**src/phy_regs_map.svh**
```systemverilog
`ifndef PHY_REGS_MAP_SVH
`define PHY_REGS_MAP_SVH

// ----------------------------------------------------------------
// Register indices on the management interface
// ----------------------------------------------------------------
`define REG_PORT_CONTROL 5'h00
`define REG_PORT_BASIC_STATUS 5'h01

// ----------------------------------------------------------------
// Control register bit positions
// ----------------------------------------------------------------
`define CTL_NEG_ENABLE 12
`define CTL_ISOLATE 10
`define CTL_NEG_RESTART 9
`define CTL_DUPLEX 8
`define CTL_COL_TEST 7

// ----------------------------------------------------------------
// Status register bit positions
// ----------------------------------------------------------------
`define STS_FOUR_PAIR 15
`define STS_FAST_FD 14
`define STS_FAST_HD 13
`define STS_TEN_FD 12
`define STS_TEN_HD 11
`define STS_PRE_SUPPRESS 6
`define STS_NEG_COMPLETE 5
`define STS_FAR_FAULT 4
`define STS_NEG_ABILITY 3
`define STS_LINK_UP 2
`define STS_JABBER 1
`define STS_EXT_REGS 0

// ----------------------------------------------------------------
// Management frame constants
// ----------------------------------------------------------------
`define MDIO_PREAMBLE_LEN 32
`define MDIO_ADDR_BITS 4'h9
`define MDIO_LAST_BIT 4'hF
`define MDIO_TA_FIRST 4'h0
`define PIN_SYNC_WIDTH 9

`endif

```
**src/phy_regs_pkg.sv**
```systemverilog
package phy_regs_pkg;

    // Gray sequence along the frame path
    typedef enum logic [2:0] {
        FR_IDLE = 3'h0,
        FR_START = 3'h1,
        FR_OPCODE = 3'h3,
        FR_ADDR = 3'h2,
        FR_TURN = 3'h6,
        FR_DATA = 3'h7
    } frame_state_t;

    typedef enum logic [1:0] {
        OP_WRITE = 2'h1,
        OP_READ = 2'h2
    } mdio_op_t;

endpackage

```
**src/pin_sync_if.sv**
```systemverilog
`timescale 1ns/1ps
interface pin_sync_if #(parameter int W = 1);
    logic [W-1:0] raw;
    logic [W-1:0] synced;
    modport source (output raw, input synced);
    modport sync (input raw, output synced);
endinterface // pin_sync_if

```
**src/phy_control_status_regs.sv**
```systemverilog
`timescale 1ns/1ps
`include "phy_regs_map.svh"
// What this block does
// - Isolate bit set tri-states the MII outputs; resets to zero.
// - Writing one to restart bit restarts autonegotiation; resets to zero.
// - Restart bit going high clears the negotiation-complete flag.
// - Restart bit self-clears once autonegotiation has actually restarted.
// - Duplex bit: one full, zero half; ignored while negotiation enabled.
// - With negotiation disabled, effective duplex is duplex bit ORed with the full-duplex strap.
// - Collision test echoes transmit enable onto internal collision only.
// - Control bits six to zero always read zero.
// - Ability bits fixed: four-pair zero, other four abilities one.
// - Status bits ten to seven always read zero.
// - Preamble-suppress bit reads one when preambleless frames are accepted.
// - Negotiation-complete set only when finished; resets zero; clears on start.
// - Remote fault latches high until the status register is read.
// - Negotiation ability bit always reads one.
// - Link failure latches link bit low until status is read.
// - Jabber latches high; clears only after read and condition gone.
// - Extended capability bit always reads one.
// - Negotiation enable resets to one, gated by the strap level.
module phy_control_status_regs #(
    parameter bit PREAMBLE_SUPPRESS = 1'b1,
    parameter int PREAMBLE_LEN = `MDIO_PREAMBLE_LEN
) (
    input wire logic clk, // 100 MHz system clock
    input wire logic rst_b, // Synchronous reset, active low
    input wire logic mdc, // Management clock pin
    input wire logic mdioIn, // Management data pin, input side
    output logic mdioOut, // Management data pin, output side
    output logic mdioOe, // Management data output enable
    input wire logic [4:0] phyAddrStrap, // Port address straps
    input wire logic strapAutoEn, // Autonegotiation strap
    input wire logic strapFullDup, // Full-duplex strap
    input wire logic linkValid, // Link currently valid
    input wire logic remoteFault, // Remote fault seen
    input wire logic jabberDetect, // Jabber condition present
    input wire logic negDoneIn, // Negotiation finished pulse
    input wire logic negRestartedIn, // Negotiation restarted pulse
    input wire logic anFullDuplexIn, // Negotiated duplex result
    input wire logic transmitEnableIn, // Transmit enable
    output logic negotiationRestartReq, // Restart request level
    output logic negotiationEnableOut, // Negotiation enabled
    output logic fullDuplexOut, // Effective duplex
    output logic collisionOut, // Internal collision
    output logic miiDriveEn // MII outputs enabled
);
    // ----------------------------------------------------------------
    // Pin synchronisers
    // ----------------------------------------------------------------
    pin_sync_if #(.W(`PIN_SYNC_WIDTH)) pinBus ();

    assign pinBus.raw = {mdc, mdioIn, strapAutoEn, strapFullDup, phyAddrStrap};

    pin_sync #(.W(`PIN_SYNC_WIDTH)) uPinSync (
        .clk(clk),
        .rst_b(rst_b),
        .pins(pinBus.sync)
    );

    logic mdcS, mdioS, autoEnS, fullDupS;
    logic [4:0] phyAddrS;
    assign {mdcS, mdioS, autoEnS, fullDupS, phyAddrS} = pinBus.synced;

    if (PREAMBLE_LEN < 1 || PREAMBLE_LEN > 63) begin : g_bad_preamble
        $error("PREAMBLE_LEN must be between 1 and 63");
    end

    localparam logic [5:0] PRE_COUNT = 6'(PREAMBLE_LEN);

    // ----------------------------------------------------------------
    // Register state
    // ----------------------------------------------------------------
    logic negotiationEnable_r, isolate_r, negotiationRestart_r;
    logic duplexSelect_r, collisionTest_r;
    logic negotiationComplete_r, farFaultFlag_r, linkUpLatched_r, jabber_r;
    logic mdcPrev_r;
    logic mdcRise;
    logic [15:0] controlWord, statusWord, readWord;

    assign mdcRise = mdcS & ~mdcPrev_r;

    always_comb begin
        controlWord = 16'h0000;
        controlWord[`CTL_NEG_ENABLE] = negotiationEnable_r;
        controlWord[`CTL_ISOLATE] = isolate_r;
        controlWord[`CTL_NEG_RESTART] = negotiationRestart_r;
        controlWord[`CTL_DUPLEX] = duplexSelect_r;
        controlWord[`CTL_COL_TEST] = collisionTest_r;
    end

    always_comb begin
        statusWord = 16'h0000;
        statusWord[`STS_FOUR_PAIR] = 1'b0;
        statusWord[`STS_FAST_FD] = 1'b1;
        statusWord[`STS_FAST_HD] = 1'b1;
        statusWord[`STS_TEN_FD] = 1'b1;
        statusWord[`STS_TEN_HD] = 1'b1;
        statusWord[`STS_PRE_SUPPRESS] = PREAMBLE_SUPPRESS;
        statusWord[`STS_NEG_COMPLETE] = negotiationComplete_r;
        statusWord[`STS_FAR_FAULT] = farFaultFlag_r;
        statusWord[`STS_NEG_ABILITY] = 1'b1;
        statusWord[`STS_LINK_UP] = linkUpLatched_r;
        statusWord[`STS_JABBER] = jabber_r;
        statusWord[`STS_EXT_REGS] = 1'b1;
    end

    // ----------------------------------------------------------------
    // Management frame engine
    // ----------------------------------------------------------------
    phy_regs_pkg::frame_state_t state_r;
    logic [5:0] preCnt_r;
    logic [3:0] bitCnt_r;
    logic [1:0] opSh_r;
    logic [9:0] addrSh_r;
    logic [15:0] dataSh_r;
    logic [4:0] regAddr_r;
    logic isRead_r, hit_r;
    logic wrPulse_r, rdDone_r;
    logic [15:0] wrData_r;
    logic [9:0] addrNext;
    logic preambleOk;

    assign addrNext = {addrSh_r[8:0], mdioS};
    assign preambleOk = PREAMBLE_SUPPRESS || (preCnt_r >= PRE_COUNT);
    // Registers past index one belong to other blocks and read as zero here
    assign readWord = (addrNext[4:0] == `REG_PORT_CONTROL) ? controlWord :
                      (addrNext[4:0] == `REG_PORT_BASIC_STATUS) ? statusWord : 16'h0000;

    always_ff @(posedge clk) begin
        if (!rst_b) begin
            mdcPrev_r <= 1'b0;
        end else begin
            mdcPrev_r <= mdcS;
        end
    end

    always_ff @(posedge clk) begin
        if (!rst_b) begin
            state_r <= phy_regs_pkg::FR_IDLE;
            preCnt_r <= 6'h00;
            bitCnt_r <= 4'h0;
            opSh_r <= 2'h0;
            addrSh_r <= 10'h000;
            dataSh_r <= 16'h0000;
            regAddr_r <= 5'h00;
            isRead_r <= 1'b0;
            hit_r <= 1'b0;
            wrPulse_r <= 1'b0;
            rdDone_r <= 1'b0;
            wrData_r <= 16'h0000;
            mdioOut <= 1'b0;
            mdioOe <= 1'b0;
        end else begin
            wrPulse_r <= 1'b0;
            rdDone_r <= 1'b0;
            if (mdcRise) begin
                case (state_r)
                    phy_regs_pkg::FR_IDLE: begin
                        if (mdioS) begin
                            if (preCnt_r != 6'h3F) begin
                                preCnt_r <= preCnt_r + 6'h01;
                            end
                        end else begin
                            preCnt_r <= 6'h00;
                            // short preamble accepted only when suppression allowed
                            if (preambleOk) begin
                                state_r <= phy_regs_pkg::FR_START;
                            end
                        end
                    end
                    phy_regs_pkg::FR_START: begin
                        bitCnt_r <= 4'h0;
                        state_r <= mdioS ? phy_regs_pkg::FR_OPCODE : phy_regs_pkg::FR_IDLE;
                    end
                    phy_regs_pkg::FR_OPCODE: begin
                        opSh_r <= {opSh_r[0], mdioS};
                        if (bitCnt_r == 4'h1) begin
                            bitCnt_r <= 4'h0;
                            isRead_r <= ({opSh_r[0], mdioS} == phy_regs_pkg::OP_READ);
                            if ({opSh_r[0], mdioS} == phy_regs_pkg::OP_READ ||
                                {opSh_r[0], mdioS} == phy_regs_pkg::OP_WRITE) begin
                                state_r <= phy_regs_pkg::FR_ADDR;
                            end else begin
                                state_r <= phy_regs_pkg::FR_IDLE;
                            end
                        end else begin
                            bitCnt_r <= bitCnt_r + 4'h1;
                        end
                    end
                    phy_regs_pkg::FR_ADDR: begin
                        addrSh_r <= addrNext;
                        if (bitCnt_r == `MDIO_ADDR_BITS) begin
                            bitCnt_r <= 4'h0;
                            hit_r <= (addrNext[9:5] == phyAddrS);
                            regAddr_r <= addrNext[4:0];
                            // snapshot taken before any latch release
                            dataSh_r <= readWord;
                            state_r <= phy_regs_pkg::FR_TURN;
                        end else begin
                            bitCnt_r <= bitCnt_r + 4'h1;
                        end
                    end
                    phy_regs_pkg::FR_TURN: begin
                        if (bitCnt_r == `MDIO_TA_FIRST) begin
                            bitCnt_r <= 4'h1;
                            if (hit_r && isRead_r) begin
                                mdioOe <= 1'b1;
                                mdioOut <= 1'b0;
                            end
                        end else begin
                            bitCnt_r <= 4'h0;
                            state_r <= phy_regs_pkg::FR_DATA;
                            if (hit_r && isRead_r) begin
                                mdioOut <= dataSh_r[15];
                                dataSh_r <= {dataSh_r[14:0], 1'b0};
                            end
                        end
                    end
                    phy_regs_pkg::FR_DATA: begin
                        if (isRead_r) begin
                            mdioOut <= dataSh_r[15];
                            dataSh_r <= {dataSh_r[14:0], 1'b0};
                        end else begin
                            dataSh_r <= {dataSh_r[14:0], mdioS};
                        end
                        if (bitCnt_r == `MDIO_LAST_BIT) begin
                            bitCnt_r <= 4'h0;
                            mdioOe <= 1'b0;
                            mdioOut <= 1'b0;
                            state_r <= phy_regs_pkg::FR_IDLE;
                            wrPulse_r <= hit_r & ~isRead_r;
                            wrData_r <= {dataSh_r[14:0], mdioS};
                            rdDone_r <= hit_r & isRead_r &
                                        (regAddr_r == `REG_PORT_BASIC_STATUS);
                        end else begin
                            bitCnt_r <= bitCnt_r + 4'h1;
                        end
                    end
                    default: begin
                        state_r <= phy_regs_pkg::FR_IDLE;
                    end
                endcase
            end
        end
    end

    // ----------------------------------------------------------------
    // Control register
    // ----------------------------------------------------------------
    logic wrCtrl, restartWrite;
    assign wrCtrl = wrPulse_r && (regAddr_r == `REG_PORT_CONTROL);
    assign restartWrite = wrCtrl && wrData_r[`CTL_NEG_RESTART];

    always_ff @(posedge clk) begin
        if (!rst_b) begin
            // enable defaults on, gated by strap
            negotiationEnable_r <= autoEnS;
            isolate_r <= 1'b0;
            duplexSelect_r <= 1'b0;
            collisionTest_r <= 1'b0;
        end else if (wrCtrl) begin
            negotiationEnable_r <= wrData_r[`CTL_NEG_ENABLE];
            isolate_r <= wrData_r[`CTL_ISOLATE];
            duplexSelect_r <= wrData_r[`CTL_DUPLEX];
            collisionTest_r <= wrData_r[`CTL_COL_TEST];
        end
    end

    always_ff @(posedge clk) begin
        if (!rst_b) begin
            negotiationRestart_r <= 1'b0;
        // restart request, set wins over acknowledge
        end else if (restartWrite) begin
            negotiationRestart_r <= 1'b1;
        end else if (negRestartedIn) begin
            negotiationRestart_r <= 1'b0;
        end
    end

    // ----------------------------------------------------------------
    // Port outputs
    // ----------------------------------------------------------------
    always_ff @(posedge clk) begin
        if (!rst_b) begin
            miiDriveEn <= 1'b1;
            negotiationRestartReq <= 1'b0;
            negotiationEnableOut <= 1'b0;
            fullDuplexOut <= 1'b0;
            collisionOut <= 1'b0;
        end else begin
            miiDriveEn <= ~isolate_r;
            negotiationRestartReq <= negotiationRestart_r;
            negotiationEnableOut <= negotiationEnable_r;
            fullDuplexOut <= negotiationEnable_r ? anFullDuplexIn : (duplexSelect_r | fullDupS);
            collisionOut <= collisionTest_r & transmitEnableIn;
        end
    end

    // ----------------------------------------------------------------
    // Status latches
    // ----------------------------------------------------------------
    always_ff @(posedge clk) begin
        if (!rst_b) begin
            negotiationComplete_r <= 1'b0;
        // clear on start, set when done
        end else if (restartWrite || negRestartedIn) begin
            negotiationComplete_r <= 1'b0;
        end else if (negDoneIn) begin
            negotiationComplete_r <= 1'b1;
        end
    end

    // A release in the read-done cycle re-samples the live level, so events win
    always_ff @(posedge clk) begin
        if (!rst_b) begin
            farFaultFlag_r <= 1'b0;
            linkUpLatched_r <= 1'b0;
            jabber_r <= 1'b0;
        end else begin
            farFaultFlag_r <= rdDone_r ? remoteFault : (farFaultFlag_r | remoteFault);
            linkUpLatched_r <= rdDone_r ? linkValid : (linkUpLatched_r & linkValid);
            jabber_r <= rdDone_r ? jabberDetect : (jabber_r | jabberDetect);
        end
    end
endmodule // phy_control_status_regs

```
**src/pin_sync.sv**
```systemverilog
`timescale 1ns/1ps
module pin_sync #(
    parameter int W = 1
) (
    input wire logic clk, // System clock
    input wire logic rst_b, // Synchronous reset, active low
    pin_sync_if.sync pins // Raw pins in, synchronised levels out
);
    logic [W-1:0] stage1_r;
    logic [W-1:0] stage2_r;

    if (W < 1) begin : g_bad_width
        $error("pin_sync width must be at least one");
    end

    // Stage one feeds stage two only
    // Runs through reset on purpose: straps are caught from these stages while reset is held
    always_ff @(posedge clk) begin
        stage1_r <= pins.raw;
        stage2_r <= stage1_r;
    end

    assign pins.synced = stage2_r;
endmodule // pin_sync

```
**config.mk**
```make
export PLATFORM = sky130hd
export DESIGN_NAME = phy_control_status_regs
export DESIGN_NICKNAME = d
export VERILOG_FILES = /design/src/phy_regs_pkg.sv /design/src/pin_sync_if.sv /design/src/phy_control_status_regs.sv /design/src/pin_sync.sv
export VERILOG_INCLUDE_DIRS = /design/src /design/src/src
export SDC_FILE = /design/constraint.sdc
export NUM_CORES = 1
export LEC_CHECK = 0
export BUFFER_PORTS_ARGS = -buffer_cell sky130_fd_sc_hd__buf_2
export CAP_MARGIN = 20
export CORE_MARGIN = 2
export CORE_UTILIZATION = 45
export CTS_CLUSTER_DIAMETER = 80
export CTS_CLUSTER_SIZE = 14
export DETAILED_ROUTE_END_ITERATION = 10
export HOLD_SLACK_MARGIN = 0.02
export SLEW_MARGIN = 20
export SYNTH_ARGS = -nofsm -noshare
export SYNTH_HDL_FRONTEND = slang
export SYNTH_SLANG_ARGS = --single-unit
```
**constraint.sdc**
```tcl
create_clock -name clk -period 2.5 [get_ports clk]
set_clock_uncertainty 0.05 [all_clocks]
set_input_delay 0.25 -clock clk [delete_from_list [all_inputs] [get_ports clk]]
set_output_delay 0.25 -clock clk [all_outputs]
set_load 0.02 [all_outputs]
```
==> reports/results.txt, run 1 <==
status: finished, final reports clean
drt drc: 0
vias in the first global route: 2190
largest area contributor in the netlist: dfxtp_1
P&R area growth vs syn: 16.6%
crit path launch type: register
Slew @ Worst Pin: 720 ps
Leak: 1.34 nW
number of flops mapped to enable cells by yosys: 1
syn_nets: 354
min cycle time layout: 2030 ps
Clock Latency Late Sink: 340 ps
clk sinks: 82
DRT Pass-1 Iters: 5
sequential share of the synthesized area: 0.522
final hold violations: 0
Post-DP HPWL: 4.06 mm
Worst Hold Class: in2reg
FFs w/ async S/R, synth: 0
CTS clock-pin slew for the worst setup and hold paths: 80 ps
pin count of the biggest net entering global routing: 33
Pins Over Slew Limit: 0
CTS H-tree depth: 3
maximum vdd drop: 0.429 mV
Max FO, Critical Path: 32
Power Density: 693 mW/mm2
post-synthesis cell type count: 42
total die area: 0.00772 mm2
share of cells above drive strength 1: 0.154
worst flop-to-flop path startpoint: state_r[0]
# diodes: 0
initial antenna violation count: 0
Antenna Nets Post-Route: 0
Starting Density: 0.466
core area: 0.00679 mm2
Max Cap Viol: 0
PortBufs: 24
initial detailed-routing violation count: 76
hold_sp: jabberDetect
GR Overflow Total: 0
Nets: 387
most frequent cell after synthesis: dfxtp_1
all-layer global routing usage: 0.168
final core occ: 0.543
ys flop type: dfxtp_1
first-pass GRT wire length: 10.1 mm
Synth area leaders: dfxtp_1 (51%), mux2i_1 (5.4%), nor2_1 (5.3%)
relative slew slack: 0.519
CTS tree: yes
GR peak layer: met2
top post-synthesis cells by count: dfxtp_1 (81), nor2_1 (45), a21oi_1 (32)
f_max: 493 MHz
Crit path required time: 2700 ps
total power: 0.00256 W
Longest Clk Path Bufs: 2
Placer Congestion: 0.843
GR met2 Demand/Resource: 0.269
RSZ-0062 raised after global routing: false
Final setup viols: 0
Yosys top cell area share: 0.513
CTS Buf Count: 9
Avg Inst Size Synth: 9.53 um2
Worst Setup End Kind: register
CP Launch Point: state_r[0]
root buf cell: clkbuf_8
Vias/cell: 4.98
Worst Path Arrival: 2220 ps
Synth Cell Area: 0.00316 mm2
cells after synthesis: 332
YS warnings: 0
WL final: 5.97 mm
Die W: 87.8 um
met1 usage: 0.219
Vias: 2320
period utilisation layout: 0.811
CP Class: reg2reg
Seq cells post-synth: 82
io pins: 25
row count: 30
met3 Usage GRT: 0.0537
WL/cell: 12.8 um
die height: 87.8 um
total negative setup slack: 0 ps
-- cell usage in the layout (no fill, tap or decap), drive strengths merged, types with 2 or more instances in the layout --
| master | n |
|---|---|
| a211oi | 15 |
| a21oi | 32 |
| a22oi | 9 |
| a31oi | 2 |
| and2 | 7 |
| buf | 31 |
| clkbuf | 11 |
| clkinv | 4 |
| dfxtp | 81 |
| dlygate4sd3 | 10 |
| ha | 4 |
| inv | 8 |
| mux2i | 17 |
| nand2 | 22 |
| nand2b | 6 |
| nand3 | 8 |
| nand3b | 3 |
| nand4 | 3 |
| nor2 | 45 |
| nor2b | 5 |
| nor3 | 8 |
| nor3b | 3 |
| o21ai | 12 |
| o221a | 2 |
| or4 | 2 |
| xnor2 | 3 |
| xor2 | 3 |
-- final timing paths --
check                                          endpoint  slack (ps)  depth (start not counted)
worst max-delay path                       dataSh_r[14]         470                          4
worst min-delay path                           jabber_r          60                          3
worst max register to register             dataSh_r[14]         470                          4
worst min register to register  uPinSync.pins.synced[6]         280                          0
-- final cells by class --
cell class | count | area, um2
fill | 649 | 3110
timing repair buffer | 41 | 273
sequential | 82 | 1650
tap | 96 | 120
clock inverter | 5 | 60.1
multi-input combinational | 222 | 1390
inverter | 9 | 33.8
clock buffer | 11 | 163
-- kinds of logic (layout without fill, tap and decap cells) --
| family | count (synthesis) | in the layout | synth area share |
|---|---|---|---|
| AO/OA/AOI/OAI | 79 | 79 | 0.166 |
| AND/OR/NAND/NOR | 115 | 115 | 0.183 |
| multiplexers | 18 | 18 | 0.0574 |
| XOR/XNOR | 6 | 6 | 0.0166 |
| buffers and inverters | 28 | 66 | 0.0392 |
| flip-flops | 82 | 82 | 0.522 |
| adder cells (fa/ha/maj) | 4 | 4 | 0.0158 |
-- sequential cells by signal, indices dropped and copies added, names as in the netlist, 3 cells and up --
register and flops:
addrSh_r 9, bitCnt_r 4, dataSh_r 16, regAddr_r 5
state_r 3, uPinSync.pins.synced 9, uPinSync.stage1_r 9, wrData_r 5
-- critical path, cell delays in order, from the launching register on --
cell and delay (ps):
dfxtp_1 710, nand2b_1 270, o221a_2 590, nor2_1 80, a211oi_1 220
-- report_power, final --
part           total (W)  internal [W]  switching, W
logic           0.000159     0.0000747     0.0000840
registers        0.00138       0.00135     0.0000335
clock network    0.00102      0.000551      0.000465
total            0.00256       0.00197      0.000583
-- stage by stage --
stage               setup WS (ps)  hold slack (ps)  cell area [um2]  cells
detailed placement            478              262             3370    440
CTS                           472             20.7             3680    465
finish                        473             63.5             3690    466
global route                  210             51.5             3690    466
global placement              540              260             3370    440
floorplan                     736              228             3160    332
-- timing repair --
| action | in CTS | in global routing |
|---|---|---|
| buffers inserted | 0 | 0 |
| gates resized for setup | 0 | 0 |
| hold endpoints to repair | 9 | 1 |
| hold buffers | 9 | 1 |
-- layer usage --
layer,vias up,routed length [um]
met5,-,0
li1,1229,-
met2,34,2790
met1,1050,2910
met4,0,53
met3,7,219
(Power assumes the default switching activity.)
==> run 2, diff against run 1 <==
--- a/config.mk
+++ b/config.mk
@@ -6,6 +6,7 @@
 export SDC_FILE = /design/constraint.sdc
 export NUM_CORES = 1
 export LEC_CHECK = 0
+export ABC_AREA = 1
 export BUFFER_PORTS_ARGS = -buffer_cell sky130_fd_sc_hd__buf_2
 export CAP_MARGIN = 20
 export CORE_MARGIN = 2
==> constraint.sdc (replaced) <==
create_clock -name clk -period 1.7 [get_ports clk]
set_clock_uncertainty 0.05 [all_clocks]
set_input_delay 0.17 -clock clk [delete_from_list [all_inputs] [get_ports clk]]
set_output_delay 0.17 -clock clk [all_outputs]
set_load 0.02 [all_outputs]
==> run 2 against run 1 <==
Compared with the run above:
- critical path depth increased by 7
- largest cell class unchanged
- total power increased by 53%
- first-iteration DRC count increased by 42%
- maximum frequency increased by 28%
- count of clock-buffer cells in the layout decreased by 1
- flip-flop and latch count unchanged
==> reports/results.txt, run 2 <==
Post-CTS Setup Bufs: 0 (unchanged)
Slew @ Worst Pin: 591 ps (-129 ps)
initial antenna violation count: 0 (unchanged)
Slowest Stage Delay on Critical Path: 380 ps (-330 ps)
Seq cells post-synth: 82 (unchanged)
Longest Clk Path Bufs: 2 (unchanged)
final hold violations: 0 (unchanged)
CTS clock-pin slew for the worst setup and hold paths: 90 ps (about the same)
DP Worst Slack: 45.9 ps (-432 ps)
largest area contributor in the netlist: dfxtp_1
met3 Usage GRT: 0.0471 (-0.00663)
io pins: 25 (unchanged)
max reg flops: 16 (unchanged)
# diodes: 0 (unchanged)
P&R area growth vs syn: 20.5%
CP cell instances: inv_1, ha_1, nand3_1, inv_1, nand2_1, nand2_1, nor2_2, buf_12, nand2_1, nand2_1, nor2_1
DRT Pass-1 Iters: 5 (unchanged)
Pins Over Slew Limit: 0 (unchanged)
all-layer global routing usage: 0.187 (+0.0188)
Max FO, Critical Path: 14 (-56%)
CTS Buf Count: 9 (unchanged)
clk sinks: 82 (unchanged)
met1 usage: 0.255 (+0.0362)
YS warnings: 0 (unchanged)
period utilisation layout: 0.931 (+0.121)
Synth area leaders: dfxtp_1 (50%), nand2_1 (12%), nor2_1 (8.7%)
WL/cell: 11.3 um (-12%)
initial detailed-routing violation count: 108 (+42%)
Clock Latency Late Sink: 350 ps (about the same)
GR peak layer: met2
cells after synthesis: 444 (+34%)
Reg2Reg Setup Slack: 120 ps (-360 ps)
Vias: 2775 (+20%)
Post-DP HPWL: 4.62 mm (+14%)
most common cell after layout, fill and taps aside: nand2_1
CP Launch Point: bitCnt_r[0]
row count: 31 (+3.3%)
Top reg by flops: dataSh_r
CP Class: reg2reg
total die area: 0.00796 mm2 (+3.2%)
root buf cell: clkbuf_8
FFs w/ async S/R, synth: 0 (unchanged)
core area: 0.00714 mm2 (+5.0%)
final worst slack: 117 ps (-356 ps)
Nets: 515 (+33%)
Worst Path Arrival: 1780 ps (-440 ps)
RSZ-0062 raised after global routing: true
Worst Setup End Kind: register
share of cells above drive strength 1: 0.143 (-0.0115)
vias in the first global route: 2555 (+17%)
final core occ: 0.552 (+0.00881)
drt drc: 0 (unchanged)
min cycle time layout: 1580 ps (-444 ps)
Power Density: 995 mW/mm2 (+44%)
PortBufs: 24 (unchanged)
worst flop-to-flop path startpoint: bitCnt_r[0]
relative slew slack: 0.605 (+0.0863)
most frequent cell after synthesis: nand2_1
Vias/cell: 4.65 (-6.6%)
WL final: 6.75 mm (+13%)
Leak: 1.76 nW (+32%)
Max Cap Viol: 0 (unchanged)
most used cell, CP: nand2_1
Placer Congestion: 0.870 (+3.2%)
Die W: 89.2 um (+1.6%)
Final setup viols: 0 (unchanged)
sequential share of the synthesized area: 0.505 (-0.0168)
GR met2 Demand/Resource: 0.284 (+0.0149)
first-pass GRT wire length: 11.4 mm (+12%)
pin count of the biggest net entering global routing: 46 (+39%)
crit path launch type: register
GR Overflow Total: 0 (unchanged)
CTS tree: yes
status: finished, final reports clean
Antenna Nets Post-Route: 0 (unchanged)
maximum vdd drop: 0.605 mV (+41%)
CTS H-tree depth: 3 (unchanged)
Worst path slowest cell: dfxtp_4
number of flops mapped to enable cells by yosys: 1 (unchanged)
Crit path required time: 1900 ps (-800 ps)
Starting Density: 0.458 (-0.00764)
f_max: 632 MHz (+28%)
die height: 89.2 um (+1.6%)
ys flop type: dfxtp_1
Avg Inst Size Synth: 7.36 um2 (-23%)
post-synthesis cell type count: 27 (-36%)
FF-to-FF End: dataSh_r[15]
Yosys top cell area share: 0.496 (-0.0165)
Worst Hold Class: in2reg
R2R depth: 11 (+7)
Synth Cell Area: 0.00327 mm2 (+3.3%)
syn_nets: 466 (+32%)
top post-synthesis cells by count: nand2_1 (102), dfxtp_1 (81), nor2_1 (76)
Critical Path Sink: dataSh_r[15]
most frequent cells in the layout: nand2_1 (102), dfxtp_1 (77), nor2_1 (75), inv_1 (48), a21oi_1 (38)
-- run 2: changes by cell type in the layout (fill, tap and decap cells not counted), sizes merged, moves of 9 or more --
cell    change
nor2       +38
nand2      +85
inv        +43
a211oi     -14
nand3      +16
o21ai      +18
a22oi       -9
mux2i      -17
-- run 2: per-stage QoR --
step / TNS (ps) / hold WS [ps] / std cells / cell area [um2] / total power, W
6_report: 0 / 72.1 / 597 / 3940 / 0.00392
5_1_grt: -74.1 / 80.3 / 597 / 3940 / 0.00411
2_1_floorplan: 0 / 148 / 444 / 3270 / 0.00237
3_3_place_gp: 0 / 222 / 566 / 3570 / 0.00249
3_5_place_dp: 0 / 224 / 566 / 3570 / 0.00249
4_1_cts: 0 / 59.7 / 597 / 3920 / 0.00395
-- run 2: logic make-up (layout without fill, tap and decap cells) --
kind of cell	Yosys count	after routing	synth area share
and+or+nand+nor	219	219	0.277
DFF	82	82	0.505
buffers and inverters	63	117	0.0781
xor gates and xnor gates	5	5	0.0134
AOI/OAI and AO/OA	71	71	0.111
adders and majority gates	4	4	0.0153
-- run 2: final cells by class --
class	count	area, um2
flip-flops and latches	82	1660
fillers	727	3200
multi-input cells	299	1370
well taps	99	124
clock inverters	6	66.3
inverters	51	191
clock buffers	10	138
repair buffers	50	390
-- run 2: what timing repair did --
| item | in CTS | in global routing |
|---|---|---|
| endpoints found under the hold margin | 16 | 0 |
| hold buffers | 15 | 0 |
| gates resized for setup | 0 | 9 |
| setup endpoints to repair | 0 | 27 |
-- run 2: worst max-delay path: cells and delay by family, from the launching register on --
| kind | cells | cell delay [ps] |
|---|---|---|
| AND/OR/NAND/NOR | 7 | 580 |
| flip-flops | 1 | 380 |
| buffers and inverters | 3 | 290 |
| adder cells (fa/ha/maj) | 1 | 190 |
-- run 2: worst min-delay path by stage --
stage                     from                   end  slack (ps)  cells past startpoint
2_1_floorplan  phyAddrStrap[0]  uPinSync.stage1_r[0]         150                      0
3_3_place_gp               mdc  uPinSync.stage1_r[8]         220                      1
3_5_place_dp   phyAddrStrap[0]  uPinSync.stage1_r[0]         220                      1
4_1_cts                  rst_b  negotiationEnableOut          60                      3
5_1_grt                  rst_b  negotiationEnableOut          80                      3
6_report                 rst_b  negotiationEnableOut          70                      3
-- run 2: per-layer routing --
layer	routed length, um	part of all wire
met1	3490	0.52
met2	2900	0.43
met3	255	0.038
met4	104	0.015
met5	0	0
-- run 2: report_power, final --
group          internal [W]  switching (W)  total, W
registers           0.00200      0.0000507   0.00205
logic              0.000171       0.000254  0.000424
clock network      0.000721       0.000718   0.00144
total               0.00290        0.00102   0.00392
==> run 3, diff against run 2 <==
--- a/config.mk
+++ b/config.mk
@@ -9,12 +9,15 @@
 export ABC_AREA = 1
 export BUFFER_PORTS_ARGS = -buffer_cell sky130_fd_sc_hd__buf_2
 export CAP_MARGIN = 20
+export CELL_PAD_IN_SITES_DETAIL_PLACEMENT = 2
+export CELL_PAD_IN_SITES_GLOBAL_PLACEMENT = 2
 export CORE_MARGIN = 2
-export CORE_UTILIZATION = 45
+export CORE_UTILIZATION = 31
 export CTS_CLUSTER_DIAMETER = 80
 export CTS_CLUSTER_SIZE = 14
 export DETAILED_ROUTE_END_ITERATION = 10
 export HOLD_SLACK_MARGIN = 0.02
+export PLACE_DENSITY_LB_ADDON = 0.1
 export SLEW_MARGIN = 20
 export SYNTH_ARGS = -nofsm -noshare
 export SYNTH_HDL_FRONTEND = slang
==> run 3 against run 2 <==
Compared with the run above:
- design area is 3.7% higher
- register-to-register slack got worse by 20 ps
- critical path type unchanged
- maximum frequency down 1.4%
- clock power about the same
==> reports/results.txt, run 3 (same netlist as run 2, synthesis figures left out) <==
status: finished, final reports clean
Power Density: 979 mW/mm2 (-1.6%)
relative slew slack: 0.709 (+0.104)
DRT Pass-1 Iters: 4 (-1)
most frequent cells in the layout: nand2_1 (98), dfxtp_1 (77), nor2_1 (74), inv_1 (43), a21oi_1 (38)
Worst path slowest cell: dfxtp_4
final hold violations: 0 (unchanged)
Final setup viols: 0 (unchanged)
R2R depth: 11 (unchanged)
met3 Usage GRT: 0.0517 (+0.00458)
Vias: 3007 (+8.4%)
CTS clock-pin slew for the worst setup and hold paths: 90 ps (about the same)
Worst Path Arrival: 1840 ps (+60 ps)
CTS tree: yes
CP Depth: 11 (unchanged)
WL/cell: 14.9 um (+32%)
max reg flops: 16 (unchanged)
WL final: 9.56 mm (+42%)
GR peak layer: met2
RSZ-0062 raised after global routing: true
Max Cap Viol: 0 (unchanged)
all-layer global routing usage: 0.182 (-0.00534)
CTS H-tree depth: 3 (unchanged)
Clock Latency Late Sink: 380 ps (+30 ps)
P&R area growth vs syn: 24.9%
Pins Over Slew Limit: 0 (unchanged)
Crit path max-delay family: simple AND/OR/NAND/NOR gates
Top reg by flops: dataSh_r
initial antenna violation count: 0 (unchanged)
CTS Buf Count: 9 (unchanged)
min cycle time layout: 1610 ps (+22.7 ps)
PortBufs: 24 (unchanged)
total die area: 0.0114 mm2 (+43%)
CP cell instances: inv_1, ha_1, nand3_1, inv_2, nand2_2, nand2_2, nor2_4, buf_12, nand2_1, nand2_1, nor2_1
Antenna Nets Post-Route: 0 (unchanged)
Nets: 521 (+1.2%)
clk sinks: 82 (unchanged)
share of cells above drive strength 1: 0.179 (+0.0360)
die height: 107 um (+20%)
final core occ: 0.397 (-0.154)
crit path launch type: register
CP Class: reg2reg
root buf cell: clkbuf_8
Slew @ Worst Pin: 434 ps (-158 ps)
total power: 0.00400 W (+2.0%)
# diodes: 0 (unchanged)
Longest Clk Path Bufs: 2 (unchanged)
vias in the first global route: 3241 (+27%)
Die W: 107 um (+20%)
initial detailed-routing violation count: 99 (-8.3%)
period utilisation layout: 0.945 (+0.0134)
Vias/cell: 4.70 (+1.1%)
row count: 37 (+19%)
first-pass GRT wire length: 16.0 mm (+40%)
Placer Congestion: 0.819 (-5.8%)
hold_sp: negDoneIn
maximum vdd drop: 0.615 mV (+1.7%)
Worst Hold Class: in2reg
Reg2Reg Setup Slack: 90 ps (-20 ps)
CP Buf/Inv Count: 3 (unchanged)
pin count of the biggest net entering global routing: 50 (+8.7%)
GR Overflow Total: 0 (unchanged)
CP Launch Point: bitCnt_r[0]
Post-DP HPWL: 6.53 mm (+41%)
total negative setup slack: 0 ps (unchanged)
worst flop-to-flop path startpoint: bitCnt_r[0]
Worst Setup End Kind: register
Max FO, Critical Path: 14 (unchanged)
met1 usage: 0.214 (-0.0410)
io pins: 25 (unchanged)
fillcell total: 1213 (+67%)
Critical Path Sink: dataSh_r[0]
core area: 0.0103 mm2 (+44%)
drt drc: 0 (unchanged)
Starting Density: 0.318 (-0.140)
Crit path required time: 1930 ps (+30 ps)
Post-CTS Setup Bufs: 0 (unchanged)
f_max: 623 MHz (-1.4%)
GR met2 Demand/Resource: 0.321 (+0.0370)
most common cell after layout, fill and taps aside: nand2_1
FF-to-FF End: dataSh_r[0]
Leak: 1.79 nW (+1.8%)
Slowest Stage Delay on Critical Path: 390 ps (about the same)
run 3: cell types whose count changed in the layout (fill, tap and decap cells not counted), moves of 3 or more:
| cell | delta |
|---|---|
| nand2_2 | +4 |
| buf_4 | +4 |
| inv_2 | +4 |
| inv_8 | +3 |
| nand2_1 | -4 |
| inv_1 | -5 |
run 3: layer usage:
metal | wire (um) | vias to the layer above | part of all wire
met3 | 297 | 8 | 0.031
met1 | 4260 | 1466 | 0.45
met2 | 4890 | 33 | 0.51
li1 | - | 1500 | -
met5 | 0 | - | 0
met4 | 106 | 0 | 0.011
run 3: how the worst min path moves through the flow:
stage | end | slack [ps] | cells past startpoint
after detailed placement | uPinSync.stage1_r[7] | 220 | 1
after floorplan | uPinSync.stage1_r[0] | 150 | 0
final | negotiationComplete_r | 50 | 3
after global placement | uPinSync.stage1_r[4] | 220 | 1
after CTS | negotiationComplete_r | 40 | 3
after global routing | negotiationComplete_r | 70 | 3
run 3: metrics by stage:
stage                     hold WS [ps]  instance area [um2]  worst slack (ps)  instances
after global placement             222                 3640              35.2        607
final                             51.0                 4080              93.9        640
after global routing              68.0                 4080             -35.8        640
after CTS                         36.0                 4000              20.5        638
after detailed placement           224                 3640             -20.4        607
after floorplan                    148                 3270               181        444
run 3: worst reg2reg max path, delay by kind of cell, from the launching register on:
kind | cells | cell delay (ps)
simple gates | 7 | 580
flops | 1 | 390
buf+inv | 3 | 280
fa+ha+maj | 1 | 200
run 3: report_power, final:
part	leakage, nW	switching (W)	internal (W)
combinational	1.02	0.000294	0.000180
sequential	0.675	0.0000536	0.00200
clock	0.103	0.000879	0.000586
total	1.79	0.00123	0.00277
run 3: area by class of cell:
cell class / instances / area, um2 / share of cell area
inverters: 51 / 194 / 0.0475
multi-input cells: 301 / 1440 / 0.352
flip-flops and latches: 82 / 1660 / 0.407
well taps: 136 / 170 / 0.0417
clock buffers: 9 / 124 / 0.0303
repair buffers: 54 / 420 / 0.103
clock inverters: 7 / 76.3 / 0.0187
run 3: repair_timing:
action | in CTS | in global routing
endpoints found under the setup margin | 17 | 34
hold buffers | 15 | 0
resized for setup | 4 | 25
pin swaps | 0 | 4
endpoints found under the hold margin | 16 | 0
gates cloned | 0 | 2
